<file path="src/verilog/diag_consts.vh">
`ifndef DIAG_CONSTS_VH
`define DIAG_CONSTS_VH
`define SAT_RUN_LEN        20
`define TICK_DIV           131
`define TICK_CNT_W         8
`define OFFS_LOW           24'h07FFFF
`define OFFS_HIGH          24'hF80000
`define DATA_W             24
`define DATA_ALL_ONES      24'hFFFFFF
`define DATA_ALL_ZEROS     24'h000000
`define PULSE_CNT_W        8
`define REG_ADDR_W         6
`define LAST_USER_ADDR     6'h38
`define FLAG_COUNT         16
`define F_CAL              0
`define F_CONV             1
`define F_SAT              2
`define F_POS_OV           3
`define F_POS_UV           4
`define F_NEG_OV           5
`define F_NEG_UV           6
`define F_AREG             7
`define F_DREG             8
`define F_DECAP            9
`define F_PULSE            10
`define F_RD               11
`define F_WR               12
`define F_IGNORE           13
`define DECAP_NONE         2'h0
`define DECAP_ANALOG       2'h1
`define DECAP_DIGITAL      2'h2
`endif

</file>
<file path="src/verilog/sat_run_detect.v">
`timescale 1ns/1ns
`default_nettype none
`include "diag_consts.vh"
module sat_run_detect #(
  parameter RUN_LEN = `SAT_RUN_LEN
) (
  // Clock and reset
  input  wire       ref_clk,
  input  wire       nrst,
  // Modulator bitstream
  input  wire       bit_valid,
  input  wire       bit_value,
  // Result
  output wire       saturated
);
  reg [5:0] run_ff;
  reg       last_ff;
  reg [5:0] nxt_run;

  always @* begin
    nxt_run = run_ff;
    if (bit_valid) begin
      if (bit_value == last_ff && run_ff != 6'h00) begin
        if (run_ff != RUN_LEN[5:0])
          nxt_run = run_ff + 6'h01;
      end else begin
        nxt_run = 6'h01;
      end
    end
  end

  always @(posedge ref_clk or negedge nrst) begin
    if (!nrst) begin
      run_ff  <= 6'h00;
      last_ff <= 1'b0;
    end else begin
      run_ff <= nxt_run;
      if (bit_valid)
        last_ff <= bit_value;
    end
  end

  // Saturation holds once the run of equal bits reaches its length.
  assign saturated = (run_ff == RUN_LEN[5:0]);
endmodule
`default_nettype wire

</file>
<file path="src/verilog/converter_diagnostic_monitor.v">
// What this block does
// - Filter overflow flags conversion fault, clamps result
// - Conversion flag updates with data; read clears
// - Twenty equal modulator bits flag saturation
// - Offset coefficient outside range: keep, flag
// - Full-scale overflow: keep gain, flag calibration
// - Calibration, conversion, saturation flags need enables
// - Four input over/under flags, separately enabled
// - Regulator low flags stay until read
// - Trip test grounds monitor input, forcing flag
// - Decap check turns regulator off, watches fall
// - Decap check tests one regulator at once
// - Decap self test disconnects capacitor, forcing fault
// - Tick counter increments every 131 clocks
// - Tick counter wraps to zero at maximum
// - Pulse count not multiple of eight flags
// - Bad-count write aborted, register unchanged
// - Undefined address flags read/write error, aborts
// - Loading or calibrating: flag ignore, drop writes
// - Write-ignore check enabled after reset
// - Any error flag sets summary status bit
`timescale 1ns/1ns
`default_nettype none
`include "diag_consts.vh"
module converter_diagnostic_monitor #(
  parameter DATA_W  = `DATA_W,
  parameter TICK_W  = `TICK_CNT_W,
  parameter TICK_DIV = `TICK_DIV
) (
  // Clock and reset
  input  wire              ref_clk,
  input  wire              nrst,
  // Error enables
  input  wire              cal_fault_enable,
  input  wire              conversion_fault_enable,
  input  wire              saturation_fault_enable,
  input  wire              pos_input_over_enable,
  input  wire              pos_input_under_enable,
  input  wire              neg_input_over_enable,
  input  wire              neg_input_under_enable,
  input  wire              analog_reg_monitor_enable,
  input  wire              digital_reg_monitor_enable,
  input  wire              analog_reg_trip_test,
  input  wire              digital_reg_trip_test,
  input  wire [1:0]        decap_check_select,
  input  wire              decap_check_self_test,
  input  wire              clock_tick_count_enable,
  input  wire              serial_pulse_count_enable,
  input  wire              read_addr_check_enable,
  input  wire              write_addr_check_enable,
  input  wire              write_ignore_disable,
  // Conversion path
  input  wire              result_valid,
  input  wire [DATA_W-1:0] result_raw,
  input  wire              filter_overflow,
  input  wire              filter_underflow,
  input  wire              mod_bit_valid,
  input  wire              mod_bit,
  // Calibration path
  input  wire              offset_cal_done,
  input  wire [DATA_W-1:0] offset_cal_coeff,
  input  wire              gain_cal_done,
  input  wire [DATA_W-1:0] gain_cal_coeff,
  input  wire              cal_busy,
  input  wire              defaults_loading,
  // Analog comparators, asynchronous
  input  wire              pos_over_cmp,
  input  wire              pos_under_cmp,
  input  wire              neg_over_cmp,
  input  wire              neg_under_cmp,
  input  wire              analog_reg_below_cmp,
  input  wire              digital_reg_below_cmp,
  input  wire              decap_falling_cmp,
  // Serial interface pins
  input  wire              cs_n,
  input  wire              sclk,
  // Decoded transaction from serial front end
  input  wire              addr_valid,
  input  wire              addr_is_write,
  input  wire [5:0]        reg_addr,
  input  wire              write_request,
  // Error register read
  input  wire              error_read,
  // Outputs
  output reg  [DATA_W-1:0] data_ff,
  output reg               data_update_ff,
  output reg  [DATA_W-1:0] offset_ff,
  output reg  [DATA_W-1:0] gain_ff,
  output reg  [TICK_W-1:0] tick_count_ff,
  output reg  [15:0]       error_flags_ff,
  output reg               summary_error_ff,
  output wire              write_commit,
  output wire              access_abort,
  output wire              analog_reg_off,
  output wire              digital_reg_off,
  output wire              analog_monitor_grounded,
  output wire              digital_monitor_grounded,
  output wire              decap_disconnect
);
  // Pin synchronisers: the first stage feeds only the second.
  reg [6:0] cmp_s1_ff;
  reg [6:0] cmp_s2_ff;
  reg       cs_s1_ff;
  reg       cs_s2_ff;
  reg       cs_d_ff;
  reg       sclk_s1_ff;
  reg       sclk_s2_ff;
  reg       sclk_d_ff;
  reg [7:0] pulse_cnt_ff;
  reg [7:0] tick_div_ff;
  reg       wr_ok_ff;
  reg [15:0] nxt_flags;
  reg [15:0] cond;
  wire       sat_run;
  wire       sclk_rise;
  wire       frame_end;
  wire       pulse_bad;
  wire       addr_bad;
  wire       ignore_now;
  wire       offs_ok;
  wire [3:0] input_en;
  wire [3:0] input_hit;
  genvar     gi;

  always @(posedge ref_clk or negedge nrst) begin
    if (!nrst) begin
      cmp_s1_ff  <= 7'h00;
      cmp_s2_ff  <= 7'h00;
      cs_s1_ff   <= 1'b1;
      cs_s2_ff   <= 1'b1;
      cs_d_ff    <= 1'b1;
      sclk_s1_ff <= 1'b0;
      sclk_s2_ff <= 1'b0;
      sclk_d_ff  <= 1'b0;
    end else begin
      cmp_s1_ff  <= {decap_falling_cmp, digital_reg_below_cmp,
                     analog_reg_below_cmp, neg_under_cmp, neg_over_cmp,
                     pos_under_cmp, pos_over_cmp};
      cmp_s2_ff  <= cmp_s1_ff;
      cs_s1_ff   <= cs_n;
      cs_s2_ff   <= cs_s1_ff;
      cs_d_ff    <= cs_s2_ff;
      sclk_s1_ff <= sclk;
      sclk_s2_ff <= sclk_s1_ff;
      sclk_d_ff  <= sclk_s2_ff;
    end
  end

  sat_run_detect #(
    .RUN_LEN (`SAT_RUN_LEN)
  ) u_sat (
    .ref_clk   (ref_clk),
    .nrst      (nrst),
    .bit_valid (mod_bit_valid),
    .bit_value (mod_bit),
    .saturated (sat_run)
  );

  // Self-test controls drive the analog switches directly.
  assign analog_monitor_grounded  = analog_reg_trip_test;
  assign digital_monitor_grounded = digital_reg_trip_test;
  // A select of both regulators is treated as none, so only one is off.
  assign analog_reg_off  = (decap_check_select == `DECAP_ANALOG);
  assign digital_reg_off = (decap_check_select == `DECAP_DIGITAL);
  assign decap_disconnect = decap_check_self_test &&
                            (analog_reg_off || digital_reg_off);

  // Serial pulse counting within a chip select frame.
  assign sclk_rise = sclk_s2_ff && !sclk_d_ff && !cs_s2_ff;
  assign frame_end = cs_s2_ff && !cs_d_ff;
  assign pulse_bad = serial_pulse_count_enable &&
                     (pulse_cnt_ff[2:0] != 3'h0);

  always @(posedge ref_clk or negedge nrst) begin
    if (!nrst) begin
      pulse_cnt_ff <= 8'h00;
    end else if (cs_s2_ff) begin
      pulse_cnt_ff <= 8'h00;
    end else if (sclk_rise) begin
      pulse_cnt_ff <= pulse_cnt_ff + 8'h01;
    end
  end

  assign addr_bad   = (reg_addr > `LAST_USER_ADDR);
  assign ignore_now = !write_ignore_disable &&
                      (defaults_loading || cal_busy);

  // Address legality is decided at decode and kept until the frame ends.
  always @(posedge ref_clk or negedge nrst) begin
    if (!nrst) begin
      wr_ok_ff <= 1'b0;
    end else if (addr_valid) begin
      wr_ok_ff <= addr_is_write &&
                  !(write_addr_check_enable && addr_bad);
    end else if (frame_end) begin
      wr_ok_ff <= 1'b0;
    end
  end

  // The write lands only at frame end, after the pulse count is known.
  assign write_commit = write_request && frame_end && wr_ok_ff &&
                        !pulse_bad && !ignore_now;
  assign access_abort = addr_valid && addr_bad &&
                        ((addr_is_write && write_addr_check_enable) ||
                         (!addr_is_write && read_addr_check_enable));

  // Data and calibration registers.
  assign offs_ok = (offset_cal_coeff >= `OFFS_LOW) &&
                   (offset_cal_coeff <= `OFFS_HIGH);

  always @(posedge ref_clk or negedge nrst) begin
    if (!nrst) begin
      data_ff        <= `DATA_ALL_ZEROS;
      data_update_ff <= 1'b0;
      offset_ff      <= `DATA_ALL_ZEROS;
      gain_ff        <= `DATA_ALL_ZEROS;
    end else begin
      data_update_ff <= result_valid;
      if (result_valid) begin
        if (filter_overflow)
          data_ff <= `DATA_ALL_ONES;
        else if (filter_underflow)
          data_ff <= `DATA_ALL_ZEROS;
        else
          data_ff <= result_raw;
      end
      if (offset_cal_done && offs_ok)
        offset_ff <= offset_cal_coeff;
      if (gain_cal_done && !filter_overflow)
        gain_ff <= gain_cal_coeff;
    end
  end

  // Tick counter: every TICK_DIV clocks, wrapping at its width.
  always @(posedge ref_clk or negedge nrst) begin
    if (!nrst) begin
      tick_div_ff   <= 8'h00;
      tick_count_ff <= {TICK_W{1'b0}};
    end else if (!clock_tick_count_enable) begin
      tick_div_ff <= 8'h00;
    end else if (tick_div_ff == TICK_DIV[7:0] - 8'h01) begin
      tick_div_ff   <= 8'h00;
      tick_count_ff <= tick_count_ff + {{(TICK_W-1){1'b0}}, 1'b1};
    end else begin
      tick_div_ff <= tick_div_ff + 8'h01;
    end
  end

  // The four input range checks share one shape: enable and synced level.
  assign input_en = {neg_input_under_enable, neg_input_over_enable,
                     pos_input_under_enable, pos_input_over_enable};
  generate
    for (gi = 0; gi < 4; gi = gi + 1) begin : g_input
      assign input_hit[gi] = input_en[gi] && cmp_s2_ff[gi];
    end
  endgenerate

  // Set conditions, each gated by its enable.
  always @* begin
    cond = 16'h0000;
    cond[`F_CAL]  = cal_fault_enable &&
                    ((offset_cal_done && !offs_ok) ||
                     (gain_cal_done && filter_overflow));
    cond[`F_CONV] = conversion_fault_enable && result_valid &&
                    (filter_overflow || filter_underflow);
    cond[`F_SAT]  = saturation_fault_enable && sat_run;
    cond[`F_POS_OV] = input_hit[0];
    cond[`F_POS_UV] = input_hit[1];
    cond[`F_NEG_OV] = input_hit[2];
    cond[`F_NEG_UV] = input_hit[3];
    cond[`F_AREG] = analog_reg_monitor_enable &&
                    (cmp_s2_ff[4] || analog_reg_trip_test);
    cond[`F_DREG] = digital_reg_monitor_enable &&
                    (cmp_s2_ff[5] || digital_reg_trip_test);
    cond[`F_DECAP] = (analog_reg_off || digital_reg_off) &&
                     (cmp_s2_ff[6] || decap_check_self_test);
    cond[`F_PULSE] = frame_end && pulse_bad;
    cond[`F_RD] = access_abort && !addr_is_write;
    cond[`F_WR] = access_abort && addr_is_write;
    cond[`F_IGNORE] = ignore_now;
  end

  // A read clears flags, but a set in the same cycle wins.
  always @* begin
    if (error_read)
      nxt_flags = cond;
    else
      nxt_flags = error_flags_ff | cond;
  end

  always @(posedge ref_clk or negedge nrst) begin
    if (!nrst) begin
      error_flags_ff   <= 16'h0000;
      summary_error_ff <= 1'b0;
    end else begin
      error_flags_ff   <= nxt_flags;
      summary_error_ff <= |nxt_flags;
    end
  end
endmodule
`default_nettype wire

</file>
<file path="config.mk">
export PLATFORM = sky130hd
export DESIGN_NAME = converter_diagnostic_monitor
export DESIGN_NICKNAME = d
export VERILOG_FILES = /design/src/verilog/sat_run_detect.v /design/src/verilog/converter_diagnostic_monitor.v
export VERILOG_INCLUDE_DIRS = /design/src /design/src/verilog
export SDC_FILE = /design/constraint.sdc
export NUM_CORES = 1
export LEC_CHECK = 0
export BUFFER_PORTS_ARGS = -buffer_cell sky130_fd_sc_hd__buf_2
export CAP_MARGIN = 30
export CORE_MARGIN = 10
export CORE_UTILIZATION = 45
export CTS_BUF_LIST = sky130_fd_sc_hd__clkbuf_4
export CTS_CLUSTER_SIZE = 16
export DETAILED_ROUTE_END_ITERATION = 8
export PLACE_DENSITY = 0.81
export SKIP_CTS_REPAIR_TIMING = 1
export SLEW_MARGIN = 20
export SYNTH_ARGS = -nofsm -noshare
export SYNTH_HDL_FRONTEND = slang
export SYNTH_SLANG_ARGS = --single-unit
</file>
<file path="constraint.sdc">
create_clock -name ref_clk -period 1.8 [get_ports ref_clk]
set_input_delay 0.36 -clock ref_clk [delete_from_list [all_inputs] [get_ports ref_clk]]
set_output_delay 0.36 -clock ref_clk [all_outputs]
set_load 0.005 [all_outputs]
</file>
==> impl_results.md, run 1 <==
- Number of placed instances with taps included: a little under 900
- Proportion of layout cells with a drive suffix above 1: 48.7%
- Worst voltage drop across the vdd grid: roughly 670 µV
- Synthesized cell area: 0.00557 mm²
- Cell type of the slowest stage on the worst timing path: dfrtp_1
- Die outline height: 131 µm
- Proportion of register bits with asynchronous set or reset after synthesis: 100%
- Maximum count of clock buffers along a single path: 2
- Final clock skew: 14.1 ps
- Worst endpoint data arrival time: ~1800 ps
- Global-route wire length before repair: 25.8 mm
- Leakage dissipation: 3.86 nW
- Unrepaired setup endpoints after global routing: true
- Power Density: 873 mW/mm²
- Initial standard-cell utilization of the core: 46.2%
- Die Wd: ~130 µm
- Total Neg Setup Slack: -343 ps
- Number of max-capacitance violations reported: 0
- Via count of the first global-routing pass: 4,936
- Final Wtd Congestion: 0.869
- Pin count of the biggest net entering global routing: 50
- DRC violations left: 0
- Overflow after GRT: 0
- Clk Latency, worst-skew pair: about 540 ps
- Maximum clock frequency: roughly 470 MHz
- Max stage delay on crit path: 420 ps
- Clock Sink Count: 137
- Worst Setup Path Type: flop to output port
- Number of diodes added for antenna fixing: 0
- Result of the run: complete, but fails checks
- Final wirelength: 17.0 mm
- Total track usage: 18.3%
- DP Wirelength: 12.8 mm
- Period utilization: 119%
- Worst setup margin: -343 ps
- Net count reported at finish: 887
- Iteration-0 DRC count of the detailed router: 276
- Max-slew violation total from the final report: 0
- Ys flop type: dfrtp_1
- CTS tree: yes
- Commonest cells after routing, fill and taps aside: buf_2 (224), dfrtp_1 (134), a21oi_1 (49)
- Post-Synthesis Mean Instance Area: about 12 µm²
- Total clock buffers created by CTS: 17
- Root cell of the clock tree: clkbuf_4
- Slew @ Worst Pin: 582 ps
- Buffers on Ports: 225
- Share of the yosys chip area belonging to registers: 61.6%
- Number of flops mapped to enable cells by yosys: 0
- Final Hold Violating Endpoints: 0
- Distinct cell type count after synthesis: 43
- List of cells traversed by the critical path: inv_2 -> ha_4 -> inv_2 -> o21ai_2 -> o21ai_1 -> nor3_1 -> buf_2
- Final design instance area without fill: 0.00791 mm²
- Standard cell core area: 0.0121 mm²
- Critical path's most frequent cell: inv_2
- Crit. End Element: output port
- # H-tree levels: 4
- Number of antenna violations at the first check in global routing: 1
- Reg clk slew, reported paths: 130 ps
- Most common cell after layout, fill and taps aside: buf_2
- Count of boundary I/O pins: 226
- Post-synthesis register bit count: 137
- Post-synthesis instance total: 460
- Top fanout value on the critical path: 2
- Number of inserted filler cells in the final layout: around 890
- Drt via density: just over 5
- Mean routed wirelength per cell: approximately 18 µm
- DRT Pass-1 Iters: 4
- Worst hold path type: input pin to flop
- Startpoint kind of the worst setup timing path: flop
- Slew headroom: 61.1%
- Synth Net Count: 590
- Via count of the routed design: 4,748
- Required time of the worst setup path: approximately 1400 ps
- Layout overhead on the synthesized area: 41.8%
- Synthesis Warnings: 0
- Setup violation total in the final timing report: 1
- Site row count: 40
- Tightest hold margin: 57.3 ps
- Final standard cell count with taps included and fillers excluded: 938
- Min Tclk post-route: roughly 2100 ps
- Die outline area: 0.0172 mm²
- Violated checks: negative setup slack
- Post-Place Cell Area: 0.00719 mm²
- Final antenna-violating net count: 0
-- synthesized netlist by cell type, types with 4 or more instances --
master / number / area (µm²)
dfrtp_1: 134 / 3350
a21oi_1: 49 / 245
nor2_1: 46 / 173
mux2_2: 30 / 338
inv_1: 21 / 78.8
o21ai_0: 20 / 100
nand2_1: 19 / 71.3
mux2_4: 15 / 225
nand3_1: 13 / 65.1
ha_1: 9 / 113
nand4_1: 9 / 56.3
xnor2_1: 9 / 78.8
buf_1: 8 / 30.0
xor2_1: 7 / 61.3
nor2b_1: 6 / 37.5
nor4_1: 6 / 37.5
a22o_1: 5 / 43.8
and3_1: 5 / 31.3
clkbuf_1: 5 / 18.8
nor3_1: 4 / 20.0
-- registers in the layout, summed over array words and instances (netlist names), 7 cells and up --
register / flops
gain_ff: 24
error_flags_ff: 16
offset_ff: 24
cmp_s2_ff: 7
cmp_s1_ff: 7
data_ff: 24
tick_count_ff: 8
tick_div_ff: 8
-- critical path, delay by kind of cell (launching register included) --
family | cells | cell delay [ps]
AND/OR/NAND/NOR | 1 | 190
flip-flops | 1 | 420
AO/OA/AOI/OAI | 2 | 240
buffers and inverters | 3 | 270
adder cells (fa/ha/maj) | 1 | 130
-- path summary, 6_finish.rpt --
kind	start	to	slack (ps)	depth (start not counted)
worst max-delay path	pulse_cnt_ff[1]	write_commit	-340	7
worst min-delay path	gain_cal_coeff[19]	gain_ff[19]	60	2
worst max register to register	u_sat.run_ff[0]	u_sat.run_ff[2]	80	7
worst min register to register	cmp_s1_ff[3]	cmp_s2_ff[3]	360	0
max in group asynchronous	nrst	cs_d_ff	930	3
min in group asynchronous	nrst	error_flags_ff[6]	270	2
-- power by group --
group	total, mW	switching [mW]	internal (mW)	leakage [nW]
combinational	1.36	0.650	0.707	2.07
clock	2.02	1.17	0.846	0.145
sequential	3.53	0.167	3.36	1.64
total	6.90	1.99	4.91	3.86
-- per-layer routing --
| layer | up-vias | track usage (%) | part of all wire, % |
|---|---|---|---|
| li1 | 2211 | - | - |
| met5 | - | 0 | 0.041 |
| met4 | 2 | 7.05 | 2.0 |
| met2 | 200 | 30.0 | 50 |
| met1 | 2301 | 20.2 | 40 |
| met3 | 34 | 8.77 | 8.5 |
-- cell families after synthesis --
group,count (synthesis),synth area share (%)
buffers and inverters,40,3.39
flip-flops,137,61.6
AO/OA/AOI/OAI,93,10.0
multiplexers,45,10.1
adder cells (fa/ha/maj),9,2.02
XOR/XNOR,16,2.51
AND/OR/NAND/NOR,120,10.4
-- through the flow --
stage          power, mW  util, %  setup WS [ps]
4_1_cts             6.86     61.9           -565
3_5_place_dp        4.82     59.6           -222
3_3_place_gp        4.74     59.6           -202
6_report            6.90     65.5           -343
2_1_floorplan       4.10        -          -14.6
5_1_grt             7.27     65.5           -536
-- area by class of cell --
class                   count  area (µm²)  area share [%]
flip-flops and latches    137        3430            43.4
multi-input cells         283        2100            26.6
repair buffers            296        1790            22.7
well taps                 168         210            2.66
clock inverters            14         149            1.88
clock buffers              18         135            1.71
inverters                  22        82.6            1.04
Power figures use the tool's default switching activity.
==> inputs of run 2 (changes only) <==
Settings changed: SYNTH_HIERARCHICAL from default to 1.
==> run 2 against run 1 <==
  * Register-to-register slack got worse by 80 ps
  * Clock-buffer cell count unchanged
  * Final cell count grew 1.7%
  * Global-route usage grew 0.23 points
  * Combinational power rose by 7%
  * The flow still finishes with violations (negative setup slack)
  * Final area grew 1.2%
==> impl_results.md, run 2 <==
- Final standard cell count with taps included and fillers excluded: 954 (was 938)
- Site row count: 41 (was 40)
- Number of inserted filler cells in the final layout: 998 (was 892)
- Final Hold Violating Endpoints: 0 (unchanged)
- Worst setup margin: -121 ps (was -343 ps)
- Worst Setup Path Type: flop to output port (unchanged)
- Global-route wire length before repair: 26.2 mm (was 25.8 mm)
- Area share of the largest cell type after synthesis: 58.9% (was 60.2%)
- Synthesized cell area: 0.00570 mm² (was 0.00557 mm²)
- Final Wtd Congestion: 0.884 (was 0.869)
- Switching share of total power: 26.8% (was 28.8%)
- Slew @ Worst Pin: 805 ps (was 582 ps)
- Final clock skew: 9.21 ps (was 14.1 ps)
- Worst-case setup slack after placement: -194 ps (was -222 ps)
- DP Wirelength: 12.8 mm (about the same)
- Power Density: 919 mW/mm² (was 873 mW/mm²)
- Violated checks: negative setup slack (unchanged)
- Commonest cells after routing, fill and taps aside: buf_2 (224), dfrtp_1 (134), a21oi_1 (50) (was buf_2 (224), dfrtp_1 (134), a21oi_1 (49))
- Post-Place Cell Area: 0.00729 mm² (was 0.00719 mm²)
- Die Wd: 133 µm (was 131 µm)
- Synthesis Warnings: 6 (was 0)
- Via count of the first global-routing pass: 4,990 (was 4,936)
- Worst voltage drop across the vdd grid: 406 µV (was 668 µV)
- Unrepaired setup endpoints after global routing: true (unchanged)
- Setup violation total in the final timing report: 1 (unchanged)
- Number of flops mapped to enable cells by yosys: 0 (unchanged)
- Buffers on Ports: 225 (unchanged)
- Final antenna-violating net count: 0 (unchanged)
- Die outline height: 133 µm (was 131 µm)
- Number of placed instances with taps included: 894 (was 870)
- Top fanout value on the critical path: 2 (unchanged)
- Reg clk slew, reported paths: 120 ps (was 130 ps)
- Most common cell after layout, fill and taps aside: buf_2 (unchanged)
- Min Tclk post-route: 1920 ps (was 2140 ps)
- Initial standard-cell utilization of the core: 45.5% (was 46.2%)
- Layout overhead on the synthesized area: 40.4% (was 41.8%)
- Leakage dissipation: 3.95 nW (was 3.86 nW)
- Ys flop type: dfrtp_1 (unchanged)
- Biggest registers after layout: data_ff x24, gain_ff x24, offset_ff x24 (unchanged)
- Net count reported at finish: 899 (was 887)
- Pin count of the biggest net entering global routing: 50 (unchanged)
- Top cell type by total area after synthesis: dfrtp_1 (unchanged)
- Final wirelength: 16.9 mm (was 17.0 mm)
- Leading cell types by total area after synthesis: dfrtp_1 (59%), mux2_2 (5.9%), a21oi_1 (4.4%) (was dfrtp_1 (60%), mux2_2 (6.1%), a21oi_1 (4.4%))
- Iteration-0 DRC count of the detailed router: 256 (was 276)
- Synth Net Count: 610 (was 590)
- Total Neg Setup Slack: -121 ps (was -343 ps)
- Internal Pwr Total: 5.38 mW (was 4.91 mW)
- Drt via density: 5.02 (was 5.06)
- DRC violations left: 0 (unchanged)
- Number of diodes added for antenna fixing: 0 (unchanged)
- Clk Latency, worst-skew pair: 540 ps (about the same)
- Worst endpoint data arrival time: 1560 ps (was 1780 ps)
- Period utilization: 107% (was 119%)
- Startpoint kind of the worst setup timing path: flop (unchanged)
- Mean routed wirelength per cell: 17.8 µm (was 18.1 µm)
- Part of the total power dissipated in the clock network: 31.9% (was 29.3%)
- Overflow after GRT: 0 (unchanged)
- Required time of the worst setup path: 1440 ps (about the same)
- Maximum clock frequency: 520 MHz (was 467 MHz)
- Portion of total power attributed to sequential cells: 48.2% (was 51.1%)
- Final design instance area without fill: 0.00800 mm² (was 0.00791 mm²)
- Total clock buffers created by CTS: 17 (unchanged)
- Most used standard cell by instance count after synthesis: dfrtp_1 (unchanged)
- Most instantiated cells after synthesis: dfrtp_1 (134), a21oi_1 (50), nor2_1 (50), mux2_2 (30), inv_1 (24) (was dfrtp_1 (134), a21oi_1 (49), nor2_1 (46), mux2_2 (30), inv_1 (21))
- Crit. End Element: output port (unchanged)
- Standard cell core area: 0.0125 mm² (was 0.0121 mm²)
- Power share of the combinational group: 19.8% (was 19.7%)
- Die outline area: 0.0176 mm² (was 0.0172 mm²)
- Number of antenna violations at the first check in global routing: 0 (was 1)
- # H-tree levels: 4 (unchanged)
- CTS tree: yes (unchanged)
- Distinct cell type count after synthesis: 50 (was 43)
- Post-Synthesis Mean Instance Area: 11.9 µm² (was 12.1 µm²)
- Clock Sink Count: 137 (unchanged)
- Number of max-capacitance violations reported: 0 (unchanged)
- Count of boundary I/O pins: 226 (unchanged)
- DRT Pass-1 Iters: 4 (unchanged)
- Post-synthesis register bit count: 137 (unchanged)
- Maximum count of clock buffers along a single path: 2 (unchanged)
- Slew headroom: 46.2% (was 61.1%)
- Via count of the routed design: 4,789 (was 4,748)
- Proportion of layout cells with a drive suffix above 1: 47.8% (was 48.7%)
- Total track usage: 18.5% (was 18.3%)
- Worst hold path type: input pin to flop (unchanged)
- Post-synthesis instance total: 480 (was 460)
- Switching power: 1.97 mW (was 1.99 mW)
- Share of the yosys chip area belonging to registers: 60.3% (was 61.6%)
- Max-slew violation total from the final report: 0 (unchanged)
- Proportion of register bits with asynchronous set or reset after synthesis: 100% (unchanged)
- Root cell of the clock tree: clkbuf_4 (unchanged)
- Result of the run: complete, but fails checks (unchanged)
run 2: cell types whose count changed in the layout (fill, tap and decap cells not counted), moves of 3 or more:
cell           before  now
o21ai_1             5    1
nor4_1              0    3
a22o_1              5    1
inv_6               3    0
o31ai_1             3    0
nand2_1            19   22
nand3_1            13   17
nor2_1             44   48
buf_4              36   41
dlygate4sd3_1      30   20
bufinv_16           2    5
run 2: cell type report:
class	count	area [µm²]	area share [%]
Sequential cell	137	3430	42.9
Multi-Input combinational cell	299	2200	27.5
Timing Repair Buffer	290	1720	21.5
Tap cell	172	215	2.69
Clock inverter	14	204	2.55
Clock buffer	18	135	1.69
Inverter	24	90.1	1.13
run 2: cell families after synthesis:
group	count (synthesis)	share of synthesized area, %
flops	137	60.3
mux	47	10.2
fa+ha+maj	9	1.98
compound gates	92	9.89
simple gates	134	11.4
xor+xnor	17	2.61
buf+inv	44	3.60
run 2: critical path: stages, from the launching register on:
cell and delay [ps]:
dfrtp_1 410, inv_2 80, ha_4 130, inv_2 40, o21ai_2 100, o21ai_1 70, nor2_1 90, buf_2 110
run 2: worst paths after layout:
path | start | end | slack (ps) | cells past startpoint
min in group asynchronous | nrst | data_ff[23] | 300 | 2
setup reg to reg | u_sat/run_ff[0] | summary_error_ff | 0 | 9
setup / recovery | pulse_cnt_ff[0] | write_commit | -120 | 7
hold reg to reg | cmp_s1_ff[4] | cmp_s2_ff[4] | 360 | 0
max in group asynchronous | nrst | data_ff[10] | 940 | 3
hold / removal | gain_cal_coeff[3] | gain_ff[3] | 50 | 2
run 2: layer usage:
layer / global-route usage [%] / routed length (µm) / part of all wire [%]
met5: 0 / 0 / 0
met4: 6.91 / 371 / 2.2
met3: 6.89 / 1400 / 8.3
met2: 31.4 / 8600 / 51
met1: 20.9 / 6570 / 39
run 2: power groups by stage:
stage	logic [mW]	clock network, mW	registers, mW
after floorplan	0.540	0	3.62
after global placement	1.24	0	3.58
after detailed placement	1.30	0	3.60
after CTS	1.31	2.43	3.54
after global routing	1.59	2.57	3.58
final	1.46	2.34	3.54
run 2: through the flow:
stage / hold slack, ps / util (%) / total power [mW]
floorplan: 64.4 / - / 4.16
global placement: 299 / 58.3 / 4.82
detailed placement: 306 / 58.3 / 4.90
CTS: -320 / 61.0 / 7.27
global route: -0.344 / 63.9 / 7.75
finish: 49.0 / 63.9 / 7.34
